==> config.mk <==
export PLATFORM = sky130hd
export DESIGN_NAME = spfc_top
export DESIGN_NICKNAME = d
export VERILOG_FILES = /design/src/include/spfc_pkg.sv /design/src/rtl/spfc_sync.sv /design/src/rtl/spfc_queue.sv /design/src/rtl/spfc_top.sv
export VERILOG_INCLUDE_DIRS = /design/src /design/src/include
export SDC_FILE = /design/constraint.sdc
export NUM_CORES = 1
export LEC_CHECK = 0
export BUFFER_PORTS_ARGS = -buffer_cell sky130_fd_sc_hd__clkbuf_2
export CORE_ASPECT_RATIO = 2
export CORE_MARGIN = 5
export CORE_UTILIZATION = 59
export DETAILED_ROUTE_END_ITERATION = 8
export PLACE_DENSITY = 0.86
export SYNTH_ARGS = -nofsm -noshare
export SYNTH_HDL_FRONTEND = slang
export SYNTH_HIERARCHICAL = 1
export SYNTH_SLANG_ARGS = --single-unit
==> constraint.sdc <==
create_clock -name i_clk -period 3.9 [get_ports i_clk]
set_input_delay 0 -clock i_clk [delete_from_list [all_inputs] [get_ports i_clk]]
set_output_delay 0 -clock i_clk [all_outputs]
set_load 0.03 [all_outputs]
==> src/include/spfc_regs.svh <==
// register offsets, field positions and reset values of the serial queue block
`ifndef SPFC_REGS_SVH
`define SPFC_REGS_SVH

// register byte offsets on the apb bus
`define SPFC_OFF_STATUS   8'h00
`define SPFC_OFF_RXDATA   8'h04
`define SPFC_OFF_TXDATA   8'h08
`define SPFC_OFF_KERNEL_CLOCK_SOURCE   8'h0C
`define SPFC_OFF_IRQSTAT  8'h10
`define SPFC_OFF_IRQMASK  8'h14
`define SPFC_OFF_CTRL2    8'h18

// status register field positions
`define SPFC_ST_TX_OVERWRITE_ERROR      7
`define SPFC_ST_TX_QUEUE_EMPTY_FLAG      5
`define SPFC_ST_RX_UNDERREAD_ERROR      3
`define SPFC_ST_FLUSH_QUEUES     2
`define SPFC_ST_RX_QUEUE_FULL_FLAG      0

// control two field positions
`define SPFC_C2_BUSY      7
`define SPFC_C2_TXR       1
`define SPFC_C2_RXR       0

// interrupt status and mask field positions
`define SPFC_IRQ_TXOVW    0
`define SPFC_IRQ_RXUND    1
`define SPFC_IRQ_DONE     2

// kernel clock source codes
`define SPFC_CK_SYSOSC    4'h0
`define SPFC_CK_HFOSC     4'h1
`define SPFC_CK_MFOSC     4'h2
`define SPFC_CK_REFOUT    4'h3
`define SPFC_CK_TMR0OVF   4'h4
`define SPFC_CK_TMR2PS    4'h5
`define SPFC_CK_TMR4PS    4'h6
`define SPFC_CK_TMR6PS    4'h7
`define SPFC_CK_SIGMATCH  4'h8

// reset values and field widths
`define SPFC_RST_KERNEL_CLOCK_SOURCE   4'h0
`define SPFC_RST_CTRL2    2'h0
`define SPFC_RST_IRQ      3'h0
`define SPFC_RST_BYTE     8'h00
`define SPFC_RST_WORD     32'h0000_0000
`define SPFC_BITS_LAST    3'h7

`endif

==> src/include/spfc_pkg.sv <==
// types shared by the serial queue block
package spfc_pkg;

	// link byte engine states
	typedef enum logic [2:0] {
		SPFC_LS_IDLE  = 3'b001,
		SPFC_LS_LOAD  = 3'b010,
		SPFC_LS_SHIFT = 3'b100
	} spfc_link_state_t;

	// events that feed the sticky interrupt status
	typedef struct packed {
		logic byte_done;
		logic rx_underread;
		logic tx_overwrite;
	} spfc_evt_t;

	// synchronised link pins
	typedef struct packed {
		logic sclk;
		logic ssn;
		logic sdi;
	} spfc_link_t;

endpackage

==> src/rtl/spfc_sync.sv <==
// two flip-flop synchroniser for a group of level inputs
`timescale 1ns/1ns

module spfc_sync #(
	parameter int W = 1
) (
	input  wire logic         i_clk,   // system clock
	input  wire logic         i_rstn,  // synchronous reset, active low
	input  wire logic [W-1:0] i_async, // levels from another domain
	output logic      [W-1:0] o_sync   // levels safe to read
);

	logic [W-1:0] meta_q;

	// first stage feeds only the second stage
	always_ff @(posedge i_clk) begin
		if (!i_rstn) begin
			meta_q <= '0;
			o_sync <= '0;
		end else begin
			meta_q <= i_async;
			o_sync <= meta_q;
		end
	end

endmodule

==> src/rtl/spfc_queue.sv <==
// small byte queue with occupancy counter, flush and honest empty/full
`timescale 1ns/1ns

module spfc_queue #(
	parameter int W     = 8,
	parameter int DEPTH = 2,
	localparam int PW   = (DEPTH > 1) ? $clog2(DEPTH) : 1,
	localparam int CW   = $clog2(DEPTH + 1)
) (
	input  wire logic          i_clk,   // system clock
	input  wire logic          i_rstn,  // synchronous reset, active low
	input  wire logic          i_flush, // empties the queue
	input  wire logic          i_push,  // append i_din, ignored when full
	input  wire logic [W-1:0]  i_din,   // byte to append
	input  wire logic          i_pop,   // remove head, ignored when empty
	output logic      [W-1:0]  o_dout,  // head byte
	output logic               o_empty, // no entry held
	output logic               o_full,  // every entry held
	output logic      [CW-1:0] o_count  // occupancy
);

	logic [W-1:0]  mem [DEPTH];
	logic [PW-1:0] wp_q;
	logic [PW-1:0] rp_q;
	logic          do_push;
	logic          do_pop;

	// flags come from the counter so they never disagree with it
	assign o_empty = (o_count == '0);
	assign o_full  = (o_count == CW'(DEPTH));
	assign do_push = i_push && !o_full;
	assign do_pop  = i_pop && !o_empty;
	assign o_dout  = mem[rp_q];

	// storage, no reset needed since the counter guards reads
	always_ff @(posedge i_clk) begin
		if (do_push && !i_flush) begin
			mem[wp_q] <= i_din;
		end
	end

	// pointers and occupancy; flush beats a simultaneous push or pop
	always_ff @(posedge i_clk) begin
		if (!i_rstn || i_flush) begin
			wp_q    <= '0;
			rp_q    <= '0;
			o_count <= '0;
		end else begin
			if (do_push) begin
				wp_q <= (wp_q == PW'(DEPTH - 1)) ? '0 : wp_q + 1'b1;
			end
			if (do_pop) begin
				rp_q <= (rp_q == PW'(DEPTH - 1)) ? '0 : rp_q + 1'b1;
			end
			if (do_push && !do_pop) begin
				o_count <= o_count + 1'b1;
			end else if (do_pop && !do_push) begin
				o_count <= o_count - 1'b1;
			end
		end
	end

endmodule

==> src/rtl/spfc_top.sv <==
// serial queue block: apb registers, byte queues, link byte engine, clock select
`timescale 1ns/1ns
`include "spfc_regs.svh"

module spfc_top #(
	parameter int DEPTH = 2,
	parameter int NSRC  = 9,
	localparam int CW   = $clog2(DEPTH + 1)
) (
	input  wire logic            i_clk,        // system clock, 25 MHz
	input  wire logic            i_rstn,       // synchronous reset, active low
	input  wire logic            i_psel,       // apb select
	input  wire logic            i_penable,    // apb access phase
	input  wire logic            i_pwrite,     // apb direction, high for write
	input  wire logic [7:0]      i_paddr,      // apb byte address
	input  wire logic [31:0]     i_pwdata,     // apb write data
	input  wire logic [3:0]      i_pstrb,      // apb byte strobes
	output logic      [31:0]     o_prdata,     // apb read data
	output logic                 o_pready,     // apb ready
	output logic                 o_pslverr,    // apb error on unmapped address
	input  wire logic            i_link_sclk,  // link clock from the far end
	input  wire logic            i_link_ssn,   // link frame select, active low
	input  wire logic            i_link_sdi,   // link serial data in
	output logic                 o_link_sdo,   // link serial data out
	input  wire logic [NSRC-1:0] i_clk_src,    // candidate kernel clock sources
	output logic                 o_kernel_clk, // selected kernel clock level
	output logic                 o_irq         // level interrupt
);

	// ****************************************************************
	// declarations
	// ****************************************************************
	spfc_pkg::spfc_link_state_t state_q;
	spfc_pkg::spfc_evt_t        evt;
	spfc_pkg::spfc_link_t       lnk_s;
	logic            sclk_prev_q;
	logic            sclk_rise;
	logic            sclk_fall;
	logic [NSRC-1:0] src_s;
	logic            setup;
	logic            access;
	logic            mapped;
	logic            wr;
	logic            rd;
	logic            rd_empty_q;
	logic [31:0]     rd_mux;
	logic            wr_status;
	logic            wr_tx;
	logic            rd_rx;
	logic            flush;
	logic            tx_overwrite_error_q;
	logic            rx_underread_error_q;
	logic [3:0]      kernel_clock_source_q;
	logic            txr_q;
	logic            rxr_q;
	logic [2:0]      irq_stat_q;
	logic [2:0]      irq_mask_q;
	logic            tx_pop;
	logic            tx_empty;
	logic            tx_full;
	logic [7:0]      tx_dout;
	logic [CW-1:0]   tx_count;
	logic            rx_push;
	logic            rx_pop;
	logic            rx_empty;
	logic            rx_full;
	logic [7:0]      rx_dout;
	logic [CW-1:0]   rx_count;
	logic            stall;
	logic            frame;
	logic [7:0]      shift_tx_q;
	logic [7:0]      shift_rx_q;
	logic [2:0]      bit_cnt_q;

	// ****************************************************************
	// input synchronisers
	// ****************************************************************
	// select crosses inverted so the synchroniser's reset value reads as no frame
	spfc_sync #(.W(3)) u_link_sync (
		.i_clk   (i_clk),
		.i_rstn  (i_rstn),
		.i_async ({i_link_sclk, !i_link_ssn, i_link_sdi}),
		.o_sync  (lnk_s)
	);

	spfc_sync #(.W(NSRC)) u_src_sync (
		.i_clk   (i_clk),
		.i_rstn  (i_rstn),
		.i_async (i_clk_src),
		.o_sync  (src_s)
	);

	// ****************************************************************
	// apb slave
	// ****************************************************************
	// no wait state: ready rises in the first access cycle so outputs stay registered
	assign setup  = i_psel && !i_penable;
	assign access = i_psel && i_penable && o_pready;
	assign mapped = (i_paddr == `SPFC_OFF_STATUS) || (i_paddr == `SPFC_OFF_RXDATA) ||
	                (i_paddr == `SPFC_OFF_TXDATA) || (i_paddr == `SPFC_OFF_KERNEL_CLOCK_SOURCE) ||
	                (i_paddr == `SPFC_OFF_IRQSTAT) || (i_paddr == `SPFC_OFF_IRQMASK) ||
	                (i_paddr == `SPFC_OFF_CTRL2);
	assign wr        = access && i_pwrite && i_pstrb[0] && mapped;
	assign rd        = access && !i_pwrite && mapped;
	assign wr_status = wr && (i_paddr == `SPFC_OFF_STATUS);
	assign wr_tx     = wr && (i_paddr == `SPFC_OFF_TXDATA);
	assign rd_rx     = rd && (i_paddr == `SPFC_OFF_RXDATA);
	assign flush     = wr_status && i_pwdata[`SPFC_ST_FLUSH_QUEUES];
	// emptiness is frozen at setup so returned data and the pop always agree
	assign rx_pop    = rd_rx && !rd_empty_q;

	// read data mux, narrow registers sit in the low byte
	always_comb begin
		rd_mux = `SPFC_RST_WORD;
		case (i_paddr)
			`SPFC_OFF_STATUS: begin
				rd_mux[`SPFC_ST_TX_OVERWRITE_ERROR] = tx_overwrite_error_q;
				rd_mux[`SPFC_ST_TX_QUEUE_EMPTY_FLAG] = tx_empty;
				rd_mux[`SPFC_ST_RX_UNDERREAD_ERROR] = rx_underread_error_q;
				rd_mux[`SPFC_ST_RX_QUEUE_FULL_FLAG] = rx_full;
			end
			`SPFC_OFF_RXDATA:  rd_mux[7:0] = rx_empty ? `SPFC_RST_BYTE : rx_dout;
			`SPFC_OFF_KERNEL_CLOCK_SOURCE:  rd_mux[3:0] = kernel_clock_source_q;
			`SPFC_OFF_IRQSTAT: rd_mux[2:0] = irq_stat_q;
			`SPFC_OFF_IRQMASK: rd_mux[2:0] = irq_mask_q;
			`SPFC_OFF_CTRL2: begin
				rd_mux[`SPFC_C2_BUSY] = (state_q == spfc_pkg::SPFC_LS_SHIFT);
				rd_mux[`SPFC_C2_TXR]  = txr_q;
				rd_mux[`SPFC_C2_RXR]  = rxr_q;
			end
			default: rd_mux = `SPFC_RST_WORD;
		endcase
	end

	// bus answer flops
	always_ff @(posedge i_clk) begin
		if (!i_rstn) begin
			o_pready   <= 1'b0;
			o_pslverr  <= 1'b0;
			o_prdata   <= `SPFC_RST_WORD;
			rd_empty_q <= 1'b1;
		end else begin
			o_pready  <= setup;
			o_pslverr <= setup && !mapped;
			if (setup) begin
				o_prdata   <= i_pwrite ? `SPFC_RST_WORD : rd_mux;
				rd_empty_q <= rx_empty;
			end
		end
	end

	// ****************************************************************
	// status and control registers
	// ****************************************************************
	// sticky errors, write one clears, a same-cycle set wins
	always_ff @(posedge i_clk) begin
		if (!i_rstn) begin
			tx_overwrite_error_q <= 1'b0;
			rx_underread_error_q <= 1'b0;
		end else begin
			tx_overwrite_error_q <= (wr_tx && tx_full) ||
			          (tx_overwrite_error_q && !(wr_status && i_pwdata[`SPFC_ST_TX_OVERWRITE_ERROR]));
			rx_underread_error_q <= (rd_rx && rd_empty_q) ||
			          (rx_underread_error_q && !(wr_status && i_pwdata[`SPFC_ST_RX_UNDERREAD_ERROR]));
		end
	end

	// clock select, transfer gating controls and interrupt mask
	always_ff @(posedge i_clk) begin
		if (!i_rstn) begin
			kernel_clock_source_q     <= `SPFC_RST_KERNEL_CLOCK_SOURCE;
			{txr_q, rxr_q} <= `SPFC_RST_CTRL2;
			irq_mask_q   <= `SPFC_RST_IRQ;
		end else if (wr) begin
			if (i_paddr == `SPFC_OFF_KERNEL_CLOCK_SOURCE) begin
				kernel_clock_source_q <= i_pwdata[3:0];
			end
			if (i_paddr == `SPFC_OFF_CTRL2) begin
				txr_q <= i_pwdata[`SPFC_C2_TXR];
				rxr_q <= i_pwdata[`SPFC_C2_RXR];
			end
			if (i_paddr == `SPFC_OFF_IRQMASK) begin
				irq_mask_q <= i_pwdata[2:0];
			end
		end
	end

	// ****************************************************************
	// interrupts
	// ****************************************************************
	assign evt.tx_overwrite = wr_tx && tx_full;
	assign evt.rx_underread = rd_rx && rd_empty_q;

	// sticky event bits, a new event beats the write-one clear
	always_ff @(posedge i_clk) begin
		if (!i_rstn) begin
			irq_stat_q <= `SPFC_RST_IRQ;
			o_irq      <= 1'b0;
		end else begin
			irq_stat_q <= evt | (irq_stat_q &
			              ~(({3{wr && (i_paddr == `SPFC_OFF_IRQSTAT)}}) & i_pwdata[2:0]));
			o_irq      <= |(irq_stat_q & irq_mask_q);
		end
	end

	// ****************************************************************
	// kernel clock select
	// ****************************************************************
	// reserved codes give a quiet low level rather than an arbitrary source
	always_ff @(posedge i_clk) begin
		if (!i_rstn) begin
			o_kernel_clk <= 1'b0;
		end else begin
			o_kernel_clk <= (32'(kernel_clock_source_q) < NSRC) ? src_s[kernel_clock_source_q] : 1'b0;
		end
	end

	// ****************************************************************
	// queues
	// ****************************************************************
	spfc_queue #(.W(8), .DEPTH(DEPTH)) u_txq (
		.i_clk   (i_clk),
		.i_rstn  (i_rstn),
		.i_flush (flush),
		.i_push  (wr_tx),
		.i_din   (i_pwdata[7:0]),
		.i_pop   (tx_pop),
		.o_dout  (tx_dout),
		.o_empty (tx_empty),
		.o_full  (tx_full),
		.o_count (tx_count)
	);

	spfc_queue #(.W(8), .DEPTH(DEPTH)) u_rxq (
		.i_clk   (i_clk),
		.i_rstn  (i_rstn),
		.i_flush (flush),
		.i_push  (rx_push),
		.i_din   ({shift_rx_q[6:0], lnk_s.sdi}),
		.i_pop   (rx_pop),
		.o_dout  (rx_dout),
		.o_empty (rx_empty),
		.o_full  (rx_full),
		.o_count (rx_count)
	);

	// ****************************************************************
	// link byte engine
	// ****************************************************************
	assign frame     = lnk_s.ssn;
	assign sclk_rise = lnk_s.sclk && !sclk_prev_q;
	assign sclk_fall = !lnk_s.sclk && sclk_prev_q;
	// a byte waits for transmit data only with txr_q set and for receive space only with rxr_q set
	assign stall   = (txr_q && tx_empty) || (rxr_q && rx_full);
	assign tx_pop  = (state_q == spfc_pkg::SPFC_LS_LOAD) && frame && !stall && !tx_empty;
	assign rx_push = (state_q == spfc_pkg::SPFC_LS_SHIFT) && frame && sclk_rise &&
	                 (bit_cnt_q == `SPFC_BITS_LAST) && rxr_q;
	assign evt.byte_done = (state_q == spfc_pkg::SPFC_LS_SHIFT) && frame && sclk_rise &&
	                       (bit_cnt_q == `SPFC_BITS_LAST);

	// edge finder reads only the settled synchroniser output
	always_ff @(posedge i_clk) begin
		if (!i_rstn) begin
			sclk_prev_q <= 1'b0;
		end else begin
			sclk_prev_q <= lnk_s.sclk;
		end
	end

	// byte sequencing: sample on rising, drive on falling, msb first
	always_ff @(posedge i_clk) begin
		if (!i_rstn) begin
			state_q    <= spfc_pkg::SPFC_LS_IDLE;
			shift_tx_q <= `SPFC_RST_BYTE;
			shift_rx_q <= `SPFC_RST_BYTE;
			bit_cnt_q  <= '0;
			o_link_sdo <= 1'b0;
		end else begin
			unique case (state_q)
				spfc_pkg::SPFC_LS_IDLE: begin
					if (frame) begin
						state_q <= spfc_pkg::SPFC_LS_LOAD;
					end
				end
				spfc_pkg::SPFC_LS_LOAD: begin
					if (!frame) begin
						state_q <= spfc_pkg::SPFC_LS_IDLE;
					end else if (!stall) begin
						shift_tx_q <= tx_empty ? `SPFC_RST_BYTE : tx_dout;
						o_link_sdo <= tx_empty ? 1'b0 : tx_dout[7];
						bit_cnt_q  <= '0;
						state_q    <= spfc_pkg::SPFC_LS_SHIFT;
					end
				end
				spfc_pkg::SPFC_LS_SHIFT: begin
					// a frame ending mid-byte drops the partial byte
					if (!frame) begin
						state_q <= spfc_pkg::SPFC_LS_IDLE;
					end else if (sclk_rise) begin
						shift_rx_q <= {shift_rx_q[6:0], lnk_s.sdi};
						bit_cnt_q  <= bit_cnt_q + 1'b1;
						if (bit_cnt_q == `SPFC_BITS_LAST) begin
							state_q <= spfc_pkg::SPFC_LS_LOAD;
						end
					end else if (sclk_fall && (bit_cnt_q != '0)) begin // first fall is the last byte's
						shift_tx_q <= {shift_tx_q[6:0], 1'b0};
						o_link_sdo <= shift_tx_q[6];
					end
				end
			endcase
		end
	end
endmodule

==> flow_summary.json, run 1 <==
{
  "synthToLayoutAreaGrowth_pct": 19.5,
  "rsz0062_at_grt": "false",
  "cts_buffers": 17,
  "layout_setup_ws_ns": 1.14,
  "setup_viol": 0,
  "place_congestion": 0.899,
  "synth-main-ff-cell": "dfxtp_1",
  "dr.pass1.iters": 5,
  "dpl.cell_count": 590,
  "place_ws_ns": 1.15,
  "powerDensity_nw_per_um2": 485,
  "cp_slowest_cell": "nor3b_1",
  "slew_headroom_pct": 20.0,
  "grt_util_all_layers_pct": 23.3,
  "dr_wl_met2_um": 6330,
  "nNetsFinal": 597,
  "start_kind": "flop",
  "syn_inst": 463,
  "synth_adder_area_share_pct": 1.26,
  "finClkSkew_ns": 0.00684,
  "cts_tree": "built",
  "stdcell_count": 641,
  "io_pins": 98,
  "top_layer_used": "met4",
  "period_share_pct": 70.8,
  "clk_pin_slew_ns": 0.05,
  "clockBufferDepth": 2,
  "dr_wl_met3_um": 624,
  "grt_max_degree": 43,
  "insertion_delay_ns": 0.41,
  "drt_iter0_markers": 263,
  "coreArea_um2": 8230,
  "hold_class": "in -> reg",
  "cp.arrival_ns": 2.78,
  "synth_enable_flop_cells": 32,
  "fmax_ghz": 0.362,
  "critPathMaxStageDelay_ns": 0.97,
  "yosys.area_share.simple_pct": 19.4,
  "fin_hold_ws_ns": 0.0714,
  "io_buffers": 46,
  "fp-row-count": 47,
  "die_area_um2": 10500,
  "drt_wl_total_um": 11500,
  "ys_warn_count": 6,
  "tns_ns": 0,
  "utilization_pct": 72.2,
  "synth_compound_area_share_pct": 10.3,
  "ant_nets": 0,
  "async_flop_share_pct": 0,
  "htreeDepth": 4,
  "critical_path_class": "reg -> reg",
  "grt_pass1_wl_um": 18100,
  "antenna_found_initial": 0,
  "route.detailed.drc": 0,
  "maxSlewViolCount": 0,
  "synth-seq-cells": 115,
  "worst_slew_pin_slew_ns": 1.20,
  "vias": 3771,
  "hold_violations": 0,
  "fp.dieW_um": 74.9,
  "cp.required_ns": 3.92,
  "die_h_um": 140,
  "synth_top_family_by_area": "simple AND/OR/NAND/NOR gates",
  "finalCriticalPeriod_ns": 2.76,
  "cts-root-buf": "clkbuf_16",
  "synth_mux_area_share_pct": 8.51,
  "synth-xor-area-share_pct": 1.23,
  "avgRoutedWirePerCell_um": 17.9,
  "dpl.hpwl_um": 8140,
  "syn_area_um2": 4970,
  "end_kind": "flop",
  "m1WireLength_um": 3780,
  "post_cts_buffers": 0,
  "drive_gt1_share_pct": 22.3,
  "leakage_nw": 2.24,
  "cp_max_fo": 11,
  "antennaDiodeCount": 0,
  "clock-sinks": 115,
  "cp_cell_sequence": "nor3b_1 -> and3_1 -> buf_4 -> and3_1 -> nand2b_1 -> nor3b_1",
  "yosysUniqueCellTypes": 53,
  "maxCapViolCount": 0,
  "start_util_pct": 60.4,
  "outcome": "finished, final reports clean",
  "grt-ovfl-total": 0,
  "via_per_inst": 5.88,
  "syn_avg_cell_area_um2": 10.7,
  "vdd_drop_max_uv": 417,
  "grt_pass1_vias": 3862,
  "ys_seq_area_share_pct": 52.7
}
## kinds of logic after synthesis
| kind of cell | Yosys count |
|---|---|
| muxes | 39 |
| DFF | 115 |
| AOI/OAI and AO/OA | 77 |
| and+or+nand+nor | 161 |
| buffers and inverters | 58 |
| xor gates and xnor gates | 7 |
| adders and majority gates | 5 |
| other | 1 |
## state kept, by name (all words and copies together) (netlist names), 2 cells and up, named ones only
| signal | flops |
|---|---|
| o_prdata | 8 |
| u_link_sync/o_sync | 3 |
| irq_mask_q | 3 |
| u_rxq/mem | 16 |
| state_q | 3 |
| u_src_sync/meta_q | 9 |
| u_link_sync/meta_q | 3 |
| bit_cnt_q | 3 |
| kernel_clock_source_q | 4 |
| u_src_sync/o_sync | 9 |
| shift_rx_q | 7 |
| u_txq/o_count | 2 |
| irq_stat_q | 3 |
| u_rxq/o_count | 2 |
| u_txq/mem | 16 |
| shift_tx_q | 7 |
## placed cells by master, fill, tap and decap left out, drive strengths merged, types with 8 or more instances in the layout
master and n:
nor2b 8, edfxtp 32, nor3 18, clkbuf 72, and2 27, dfxtp 83, nand2 18, dlygate4sd3 20
o21ai 14, mux2i 22, a21oi 27, nand2b 8, conb 24, mux2 16, nor2 34, nand3 10
inv 13, nor3b 13
## worst max-delay path: cells and delay by family (launching register included)
| kind | cells | cell delay (ns) |
|---|---|---|
| simple gates | 5 | 1.72 |
| buf+inv | 1 | 0.22 |
| flops | 1 | 0.43 |
## Yosys cell counts (2+ instances only)
| cell type | number | area share, % |
|---|---|---|
| edfxtp_1 | 32 | 19 |
| nor2b_1 | 6 | 0.75 |
| o21ai_0 | 14 | 1.4 |
| ha_1 | 5 | 1.3 |
| buf_4 | 24 | 3.6 |
| nor3b_1 | 13 | 2.0 |
| a222oi_1 | 3 | 0.60 |
| buf_2 | 3 | 0.30 |
| a22oi_1 | 3 | 0.45 |
| and2_2 | 14 | 2.1 |
| and3_1 | 3 | 0.38 |
| a311oi_1 | 4 | 0.70 |
| mux2i_1 | 22 | 4.4 |
| a32oi_1 | 7 | 1.2 |
| or3_1 | 5 | 0.63 |
| inv_1 | 13 | 0.98 |
| a31o_2 | 2 | 0.35 |
| nor2b_2 | 2 | 0.35 |
| nand3_1 | 10 | 1.0 |
| buf_6 | 2 | 0.45 |
| clkbuf_1 | 16 | 1.2 |
| nand4b_1 | 2 | 0.35 |
| or4b_1 | 2 | 0.40 |
| nor4_1 | 2 | 0.25 |
| nand2b_1 | 8 | 1.0 |
| a31oi_1 | 2 | 0.25 |
| nor3_1 | 18 | 1.8 |
| o22ai_1 | 2 | 0.25 |
| and2_1 | 13 | 1.6 |
| nor4_2 | 3 | 0.75 |
| nor4_4 | 2 | 0.86 |
| nor2_1 | 34 | 2.6 |
| xor2_1 | 6 | 1.1 |
| nand2_1 | 18 | 1.4 |
| mux2_2 | 16 | 3.6 |
| a2111oi_0 | 7 | 1.2 |
| dfxtp_1 | 83 | 33 |
| a21oi_1 | 27 | 2.7 |
## final timing paths
kind,start,to,slack [ns],cells after the start
setup / recovery,state_q[2],u_rxq/mem[1][3],1.14,6
hold / removal,i_paddr[4],o_prdata[1],0.07,3
setup reg to reg,state_q[2],u_rxq/mem[1][3],1.14,6
hold reg to reg,u_link_sync/meta_q[1],u_link_sync/o_sync[1],0.43,1
## layout make-up
class | count | area [µm²]
fillers | 575 | 2290
multi-input cells | 313 | 2110
flip-flops and latches | 115 | 2620
clock buffers | 26 | 519
inverters | 13 | 48.8
clock inverters | 5 | 50.0
well taps | 98 | 123
repair buffers | 71 | 468
## per-stage QoR
stage               area, µm²  power, mW
finish                   5940       2.88
global route             5940       2.97
CTS                      5940       2.90
detailed placement       5170       1.42
global placement         5170       1.42
floorplan                5060       1.40
## what timing repair did
item	CTS	global route
setup endpoints to repair	0	0
endpoints found under the hold margin	40	0
hold buffers	20	0
gates resized for setup	0	0
## metal layers
| metal | vias to the layer above | track usage, % |
|---|---|---|
| met5 | - | 0 |
| met4 | 0 | 18.1 |
| met3 | 58 | 6.28 |
| met2 | 167 | 40.4 |
| met1 | 1777 | 21.5 |
| li1 | 1769 | - |
## where the power goes
group / switching [mW] / internal [mW] / leakage (nW) / total [mW]
Clock: 0.495 / 0.967 / 0.286 / 1.46
Combinational: 0.108 / 0.0584 / 0.987 / 0.166
Sequential: 0.0110 / 1.24 / 0.966 / 1.25
Total: 0.614 / 2.27 / 2.24 / 2.88
No activity file was read; power rests on OpenSTA's default activity.
==> run 2: changes to the inputs <==
--- a/config.mk
+++ b/config.mk
@@ -9,9 +9,9 @@
 export BUFFER_PORTS_ARGS = -buffer_cell sky130_fd_sc_hd__clkbuf_2
 export CORE_ASPECT_RATIO = 2
 export CORE_MARGIN = 5
-export CORE_UTILIZATION = 59
+export CORE_UTILIZATION = 50
 export DETAILED_ROUTE_END_ITERATION = 8
-export PLACE_DENSITY = 0.86
+export PLACE_DENSITY = 0.77
 export SYNTH_ARGS = -nofsm -noshare
 export SYNTH_HDL_FRONTEND = slang
 export SYNTH_HIERARCHICAL = 1
==> constraint.sdc (replaced) <==
create_clock -name i_clk -period 2.3 [get_ports i_clk]
set_input_delay 0 -clock i_clk [delete_from_list [all_inputs] [get_ports i_clk]]
set_output_delay 0 -clock i_clk [all_outputs]
set_load 0.03 [all_outputs]
==> run 2 against run 1 <==
  * Die area up 16%
  * Register-to-register slack worse by 1.0 ns
  * Clock power up 75%
  * Worst setup slack worse by 1.0 ns
  * Non-clock buffer count up 19
  * Clock skew about the same
  * Cell count up 8.4%
  * Maximum frequency up 25%
  * Critical endpoint is now u_txq/o_count[1]
  * Routed wire length up 1.3%
  * Core utilization down 9.0 points
==> flow_summary.json, run 2 (synthesis results as in run 1) <==
{
  "layout_setup_ws_ns": 0.0910,
  "vdd_drop_max_uv": 964,
  "fp-row-count": 51,
  "ctsResizeCount": 0,
  "start_util_pct": 50.9,
  "maxSlewViolCount": 0,
  "dpl.hpwl_um": 8380,
  "clk_pin_slew_ns": 0.05,
  "insertion_delay_ns": 0.41,
  "die_h_um": 151,
  "cp_max_fo": 6,
  "utilization_pct": 63.2,
  "via_per_inst": 5.39,
  "antennaDiodeCount": 0,
  "synthToLayoutAreaGrowth_pct": 24.0,
  "place_area_um2": 5380,
  "cp.required_ns": 2.64,
  "fp.dieW_um": 80.5,
  "critical_path_class": "reg -> reg",
  "period_share_pct": 96.0,
  "postLayoutCellArea_um2": 6170,
  "drt_iter0_markers": 221,
  "start_kind": "flop",
  "clock-sinks": 115,
  "largestRegisters": "u_rxq/mem x16, u_txq/mem x16",
  "cts_buffers": 17,
  "post_cts_buffers": 0,
  "hold_violations": 0,
  "cp_slowest_cell": "dfxtp_1",
  "grt_pass1_wl_um": 18900,
  "hold_class": "in -> reg",
  "clockBufferDepth": 2,
  "worst_slew_pin_slew_ns": 0.636,
  "fmax_ghz": 0.453,
  "powerDensity_nw_per_um2": 807,
  "dr.pass1.iters": 7,
  "cp.arrival_ns": 2.55,
  "vias": 3743,
  "rsz0062_at_grt": "false",
  "leakage_nw": 2.34,
  "io_pins": 98,
  "grt_util_all_layers_pct": 20.7,
  "final_common_cell": "dfxtp_1",
  "fin_hold_ws_ns": 0.0378,
  "avgRoutedWirePerCell_um": 16.8,
  "maxCapViolCount": 0,
  "io_buffers": 46,
  "finClkSkew_ns": 0.00705,
  "end_kind": "flop",
  "grt-ovfl-total": 0,
  "cp_cell_sequence": "nor2b_1 -> nand2_1 -> nor3_1 -> o21ai_0 -> ha_1 -> or3_1 -> a21oi_1",
  "die_area_um2": 12200,
  "fillers": 779,
  "antenna_found_initial": 0,
  "route.detailed.drc": 0,
  "cts_tree": "built",
  "grt_max_degree": 42,
  "drive_gt1_share_pct": 26.1,
  "critPathMaxStageDelay_ns": 0.44,
  "grt_pass1_vias": 3959,
  "place_congestion": 0.913,
  "drt_wl_total_um": 11600,
  "finalCriticalPeriod_ns": 2.21,
  "setup_viol": 0,
  "htreeDepth": 4,
  "slew_headroom_pct": 57.4,
  "coreArea_um2": 9760,
  "outcome": "finished, final reports clean",
  "place_ws_ns": 0.0350,
  "final_cell_mix": "dfxtp_1, clkbuf_2, nor2_1",
  "cts-root-buf": "clkbuf_16",
  "nNetsFinal": 616,
  "ant_nets": 0,
  "tns_ns": 0
}
-- run 2: final cells by class --
| cell class | count | area [µm²] | share of cell area, % |
|---|---|---|---|
| clock inverters | 11 | 96.3 | 1.56 |
| flip-flops and latches | 115 | 2620 | 42.5 |
| repair buffers | 90 | 611 | 9.90 |
| inverters | 13 | 48.8 | 0.791 |
| clock buffers | 21 | 493 | 8.00 |
| multi-input cells | 313 | 2130 | 34.5 |
| well taps | 132 | 165 | 2.68 |
-- run 2: final timing paths --
path                          from                    end  slack [ns]  depth (start not counted)
min                       i_pwrite            o_prdata[5]        0.04                          4
max reg2reg             state_q[1]       u_txq/o_count[1]        0.09                          7
min reg2reg  u_link_sync/meta_q[2]  u_link_sync/o_sync[2]        0.44                          1
max                     state_q[1]       u_txq/o_count[1]        0.09                          7
-- run 2: metal layers --
metal,vias to the layer above,track usage [%],routed length [µm]
li1,1807,-,-
met1,1791,20.2,4110
met2,114,37.5,6500
met3,31,5.95,513
met4,0,12.4,513
met5,-,0,0
-- run 2: worst max-delay path, delay by kind of cell, from the launching register on --
kind                     cells  cell delay (ns)
AND/OR/NAND/NOR              4             0.93
adder cells (fa/ha/maj)      1             0.37
flip-flops                   1             0.44
AO/OA/AOI/OAI                2             0.39
-- run 2: metrics by stage --
step / cells / total power, mW
floorplan: 486 / 2.37
global placement: 643 / 2.42
detailed placement: 643 / 2.43
CTS: 695 / 5.00
global route: 695 / 5.15
finish: 695 / 4.98
-- run 2: repair_timing --
action | in CTS | in global routing
hold endpoints to repair | 39 | 0
hold buffers | 20 | 0
endpoints found under the setup margin | 0 | 0
-- run 2: where the power goes --
group | leakage, nW | total [mW] | switching, mW | internal (mW)
registers | 0.967 | 2.13 | 0.0199 | 2.11
logic | 1.08 | 0.291 | 0.182 | 0.109
clock network | 0.290 | 2.56 | 0.921 | 1.64
total | 2.34 | 4.98 | 1.12 | 3.85
==> run 3: changes to the inputs <==
--- a/config.mk
+++ b/config.mk
@@ -11,6 +11,8 @@
 export CORE_MARGIN = 5
 export CORE_UTILIZATION = 50
 export DETAILED_ROUTE_END_ITERATION = 8
+export HOLD_SLACK_MARGIN = 0.03
+export MAX_ROUTING_LAYER = met4
 export PLACE_DENSITY = 0.77
 export SYNTH_ARGS = -nofsm -noshare
 export SYNTH_HDL_FRONTEND = slang
==> run 3 against run 2 <==
  * Combinational power rose by 2%
  * Global-route usage rose by 0.69 points
  * Highest routed layer unchanged
  * Total power rose by 1.2%
==> flow_summary.json, run 3 (synthesis results as in run 1) <==
{
  "power_frac_seq_pct": 42.2,
  "grt_pass1_wl_um": 19100,
  "hold_end": "o_prdata[3]",
  "grt-ovfl-total": 0,
  "clockBufferDepth": 2,
  "cp_slowest_cell": "dfxtp_1",
  "io_buffers": 46,
  "antenna_found_initial": 0,
  "synthToLayoutAreaGrowth_pct": 24.9,
  "maxCapViolCount": 0,
  "ff2ff_setup_slack_ns": 0.14,
  "hold_class": "in -> reg",
  "p_clk_share_pct": 51.9,
  "post_cts_buffers": 0,
  "p_switching_mw": 1.14,
  "cts-root-buf": "clkbuf_16",
  "start_util_pct": 50.9,
  "place_ws_ns": 0.0113,
  "avgRoutedWirePerCell_um": 16.8,
  "htreeDepth": 4,
  "dr.pass1.iters": 4,
  "leakage_nw": 2.36,
  "start_kind": "flop",
  "cp_top_family": "simple AND/OR/NAND/NOR gates",
  "vias": 3769,
  "worst_slew_pin_slew_ns": 0.734,
  "period_share_pct": 94.0,
  "internal-power_mw": 3.90,
  "p_comb_share_pct": 5.9,
  "holdPathStages": 4,
  "hp-start": "i_paddr[0]",
  "outcome": "finished, final reports clean",
  "layout_setup_ws_ns": 0.139,
  "final_cell_mix": "dfxtp_1, clkbuf_2, nor2_1",
  "grt_max_degree": 42,
  "tns_ns": 0,
  "vdd_drop_max_uv": 654,
  "fmax_ghz": 0.463,
  "grt_util_all_layers_pct": 21.4,
  "drt_iter0_markers": 219,
  "r2r_start": "state_q[1]",
  "cts_buffers": 17,
  "timing.critical_path.buf_inv": 0,
  "die_h_um": 151,
  "cp.required_ns": 2.64,
  "place_congestion": 0.907,
  "grt_pass1_vias": 4058,
  "drive_gt1_share_pct": 26.3,
  "cts_tree": "built",
  "nNetsFinal": 620,
  "drt_wl_total_um": 11700,
  "fp.dieW_um": 80.5,
  "p_sw_share_pct": 22.6,
  "cp_cell_sequence": "nor2b_1 -> nand2_1 -> nor3_1 -> o21ai_0 -> ha_1 -> or3_1 -> a21oi_1",
  "clk_pin_slew_ns": 0.05,
  "setup_viol": 0,
  "critPathMaxStageDelay_ns": 0.45,
  "via_per_inst": 5.39,
  "cp.arrival_ns": 2.50,
  "critical_path_class": "reg -> reg",
  "slew_headroom_pct": 51.0,
  "insertion_delay_ns": 0.41,
  "maxSlewViolCount": 0,
  "postLayoutCellArea_um2": 6210,
  "die_area_um2": 12200,
  "powerDensity_nw_per_um2": 811,
  "finalCriticalPeriod_ns": 2.16,
  "r2r-end": "u_txq/o_count[1]",
  "place_area_um2": 5400,
  "antennaDiodeCount": 0,
  "end_kind": "flop",
  "rsz0062_at_grt": "false",
  "dpl.hpwl_um": 8320,
  "finClkSkew_ns": 0.00507,
  "ant_nets": 0,
  "io_pins": 98,
  "coreArea_um2": 9760,
  "fp-row-count": 51,
  "fillers": 762,
  "final_common_cell": "dfxtp_1",
  "clock-sinks": 115,
  "cp_max_fo": 6,
  "route.detailed.drc": 0,
  "largestRegisters": "u_rxq/mem x16, u_txq/mem x16",
  "worstRegToRegCells": 7,
  "hold_violations": 0
}
[run 3: cell count changes in the layout (fill, tap and decap cells not counted)]
| cell | change |
|---|---|
| clkinvlp_4 | +1 |
| inv_6 | +1 |
| clkbuf_1 | +1 |
| clkbuf_16 | +1 |
| inv_4 | -3 |
| buf_4 | +3 |
| dlygate4sd3_1 | +1 |
| clkbuf_8 | -1 |
[run 3: worst reg2reg max path, delay by kind of cell (launching register included)]
| family | cells | cell delay (ns) |
|---|---|---|
| AND/OR/NAND/NOR | 4 | 0.88 |
| flip-flops | 1 | 0.45 |
| adder cells (fa/ha/maj) | 1 | 0.39 |
| AO/OA/AOI/OAI | 2 | 0.38 |
[run 3: power groups by stage]
stage          clock network, mW  registers (mW)  logic (mW)
2_1_floorplan                  0            2.17       0.202
3_3_place_gp                   0            2.17       0.256
3_5_place_dp                   0            2.17       0.262
4_1_cts                     2.64            2.13       0.293
5_1_grt                     2.75            2.13       0.320
6_report                    2.61            2.13       0.296
[run 3: worst max path at each step]
| stage | startpoint | end | slack (ns) | cells past startpoint |
|---|---|---|---|---|
| after global placement | i_paddr[4] | u_rxq/o_count[1] | 0.08 | 8 |
| after global routing | state_q[2] | u_rxq/o_count[1] | 0.009 | 8 |
| after detailed placement | i_paddr[4] | u_rxq/o_count[1] | 0.01 | 8 |
| after CTS | state_q[2] | u_rxq/o_count[1] | 0.16 | 8 |
| final | state_q[1] | u_txq/o_count[1] | 0.14 | 7 |
| after floorplan | o_pready | u_rxq/o_count[1] | 0.02 | 7 |
[run 3: stage by stage]
| stage | hold WS (ns) | total power [mW] | cells | util [%] |
|---|---|---|---|---|
| after global placement | 0.193 | 2.42 | 646 | 55.3 |
| after detailed placement | 0.195 | 2.43 | 646 | 55.3 |
| after floorplan | 0.0989 | 2.37 | 486 | - |
| after global routing | 0.0872 | 5.20 | 699 | 63.6 |
| final | 0.0459 | 5.04 | 699 | 63.6 |
| after CTS | 0.0364 | 5.06 | 699 | 63.6 |
[run 3: layout make-up]
type,instances,area (µm²),share of cell area [%]
multi-input cells,313,2130,34.3
flip-flops and latches,115,2620,42.2
clock buffers,22,508,8.18
clock inverters,10,93.8,1.51
repair buffers,94,643,10.4
well taps,132,165,2.66
inverters,13,48.8,0.786
[run 3: timing repair]
item	CTS	global route
resized for setup	0	0
hold buffers	21	0
hold endpoints to repair	40	0
[run 3: per-layer routing]
layer / GRT usage [%] / part of all wire, % / wire [µm]
met5: - / 0 / 0
met4: 14.2 / 4.4 / 517
met3: 4.82 / 4.0 / 469
met2: 37.5 / 56 / 6580
met1: 20.5 / 36 / 4180
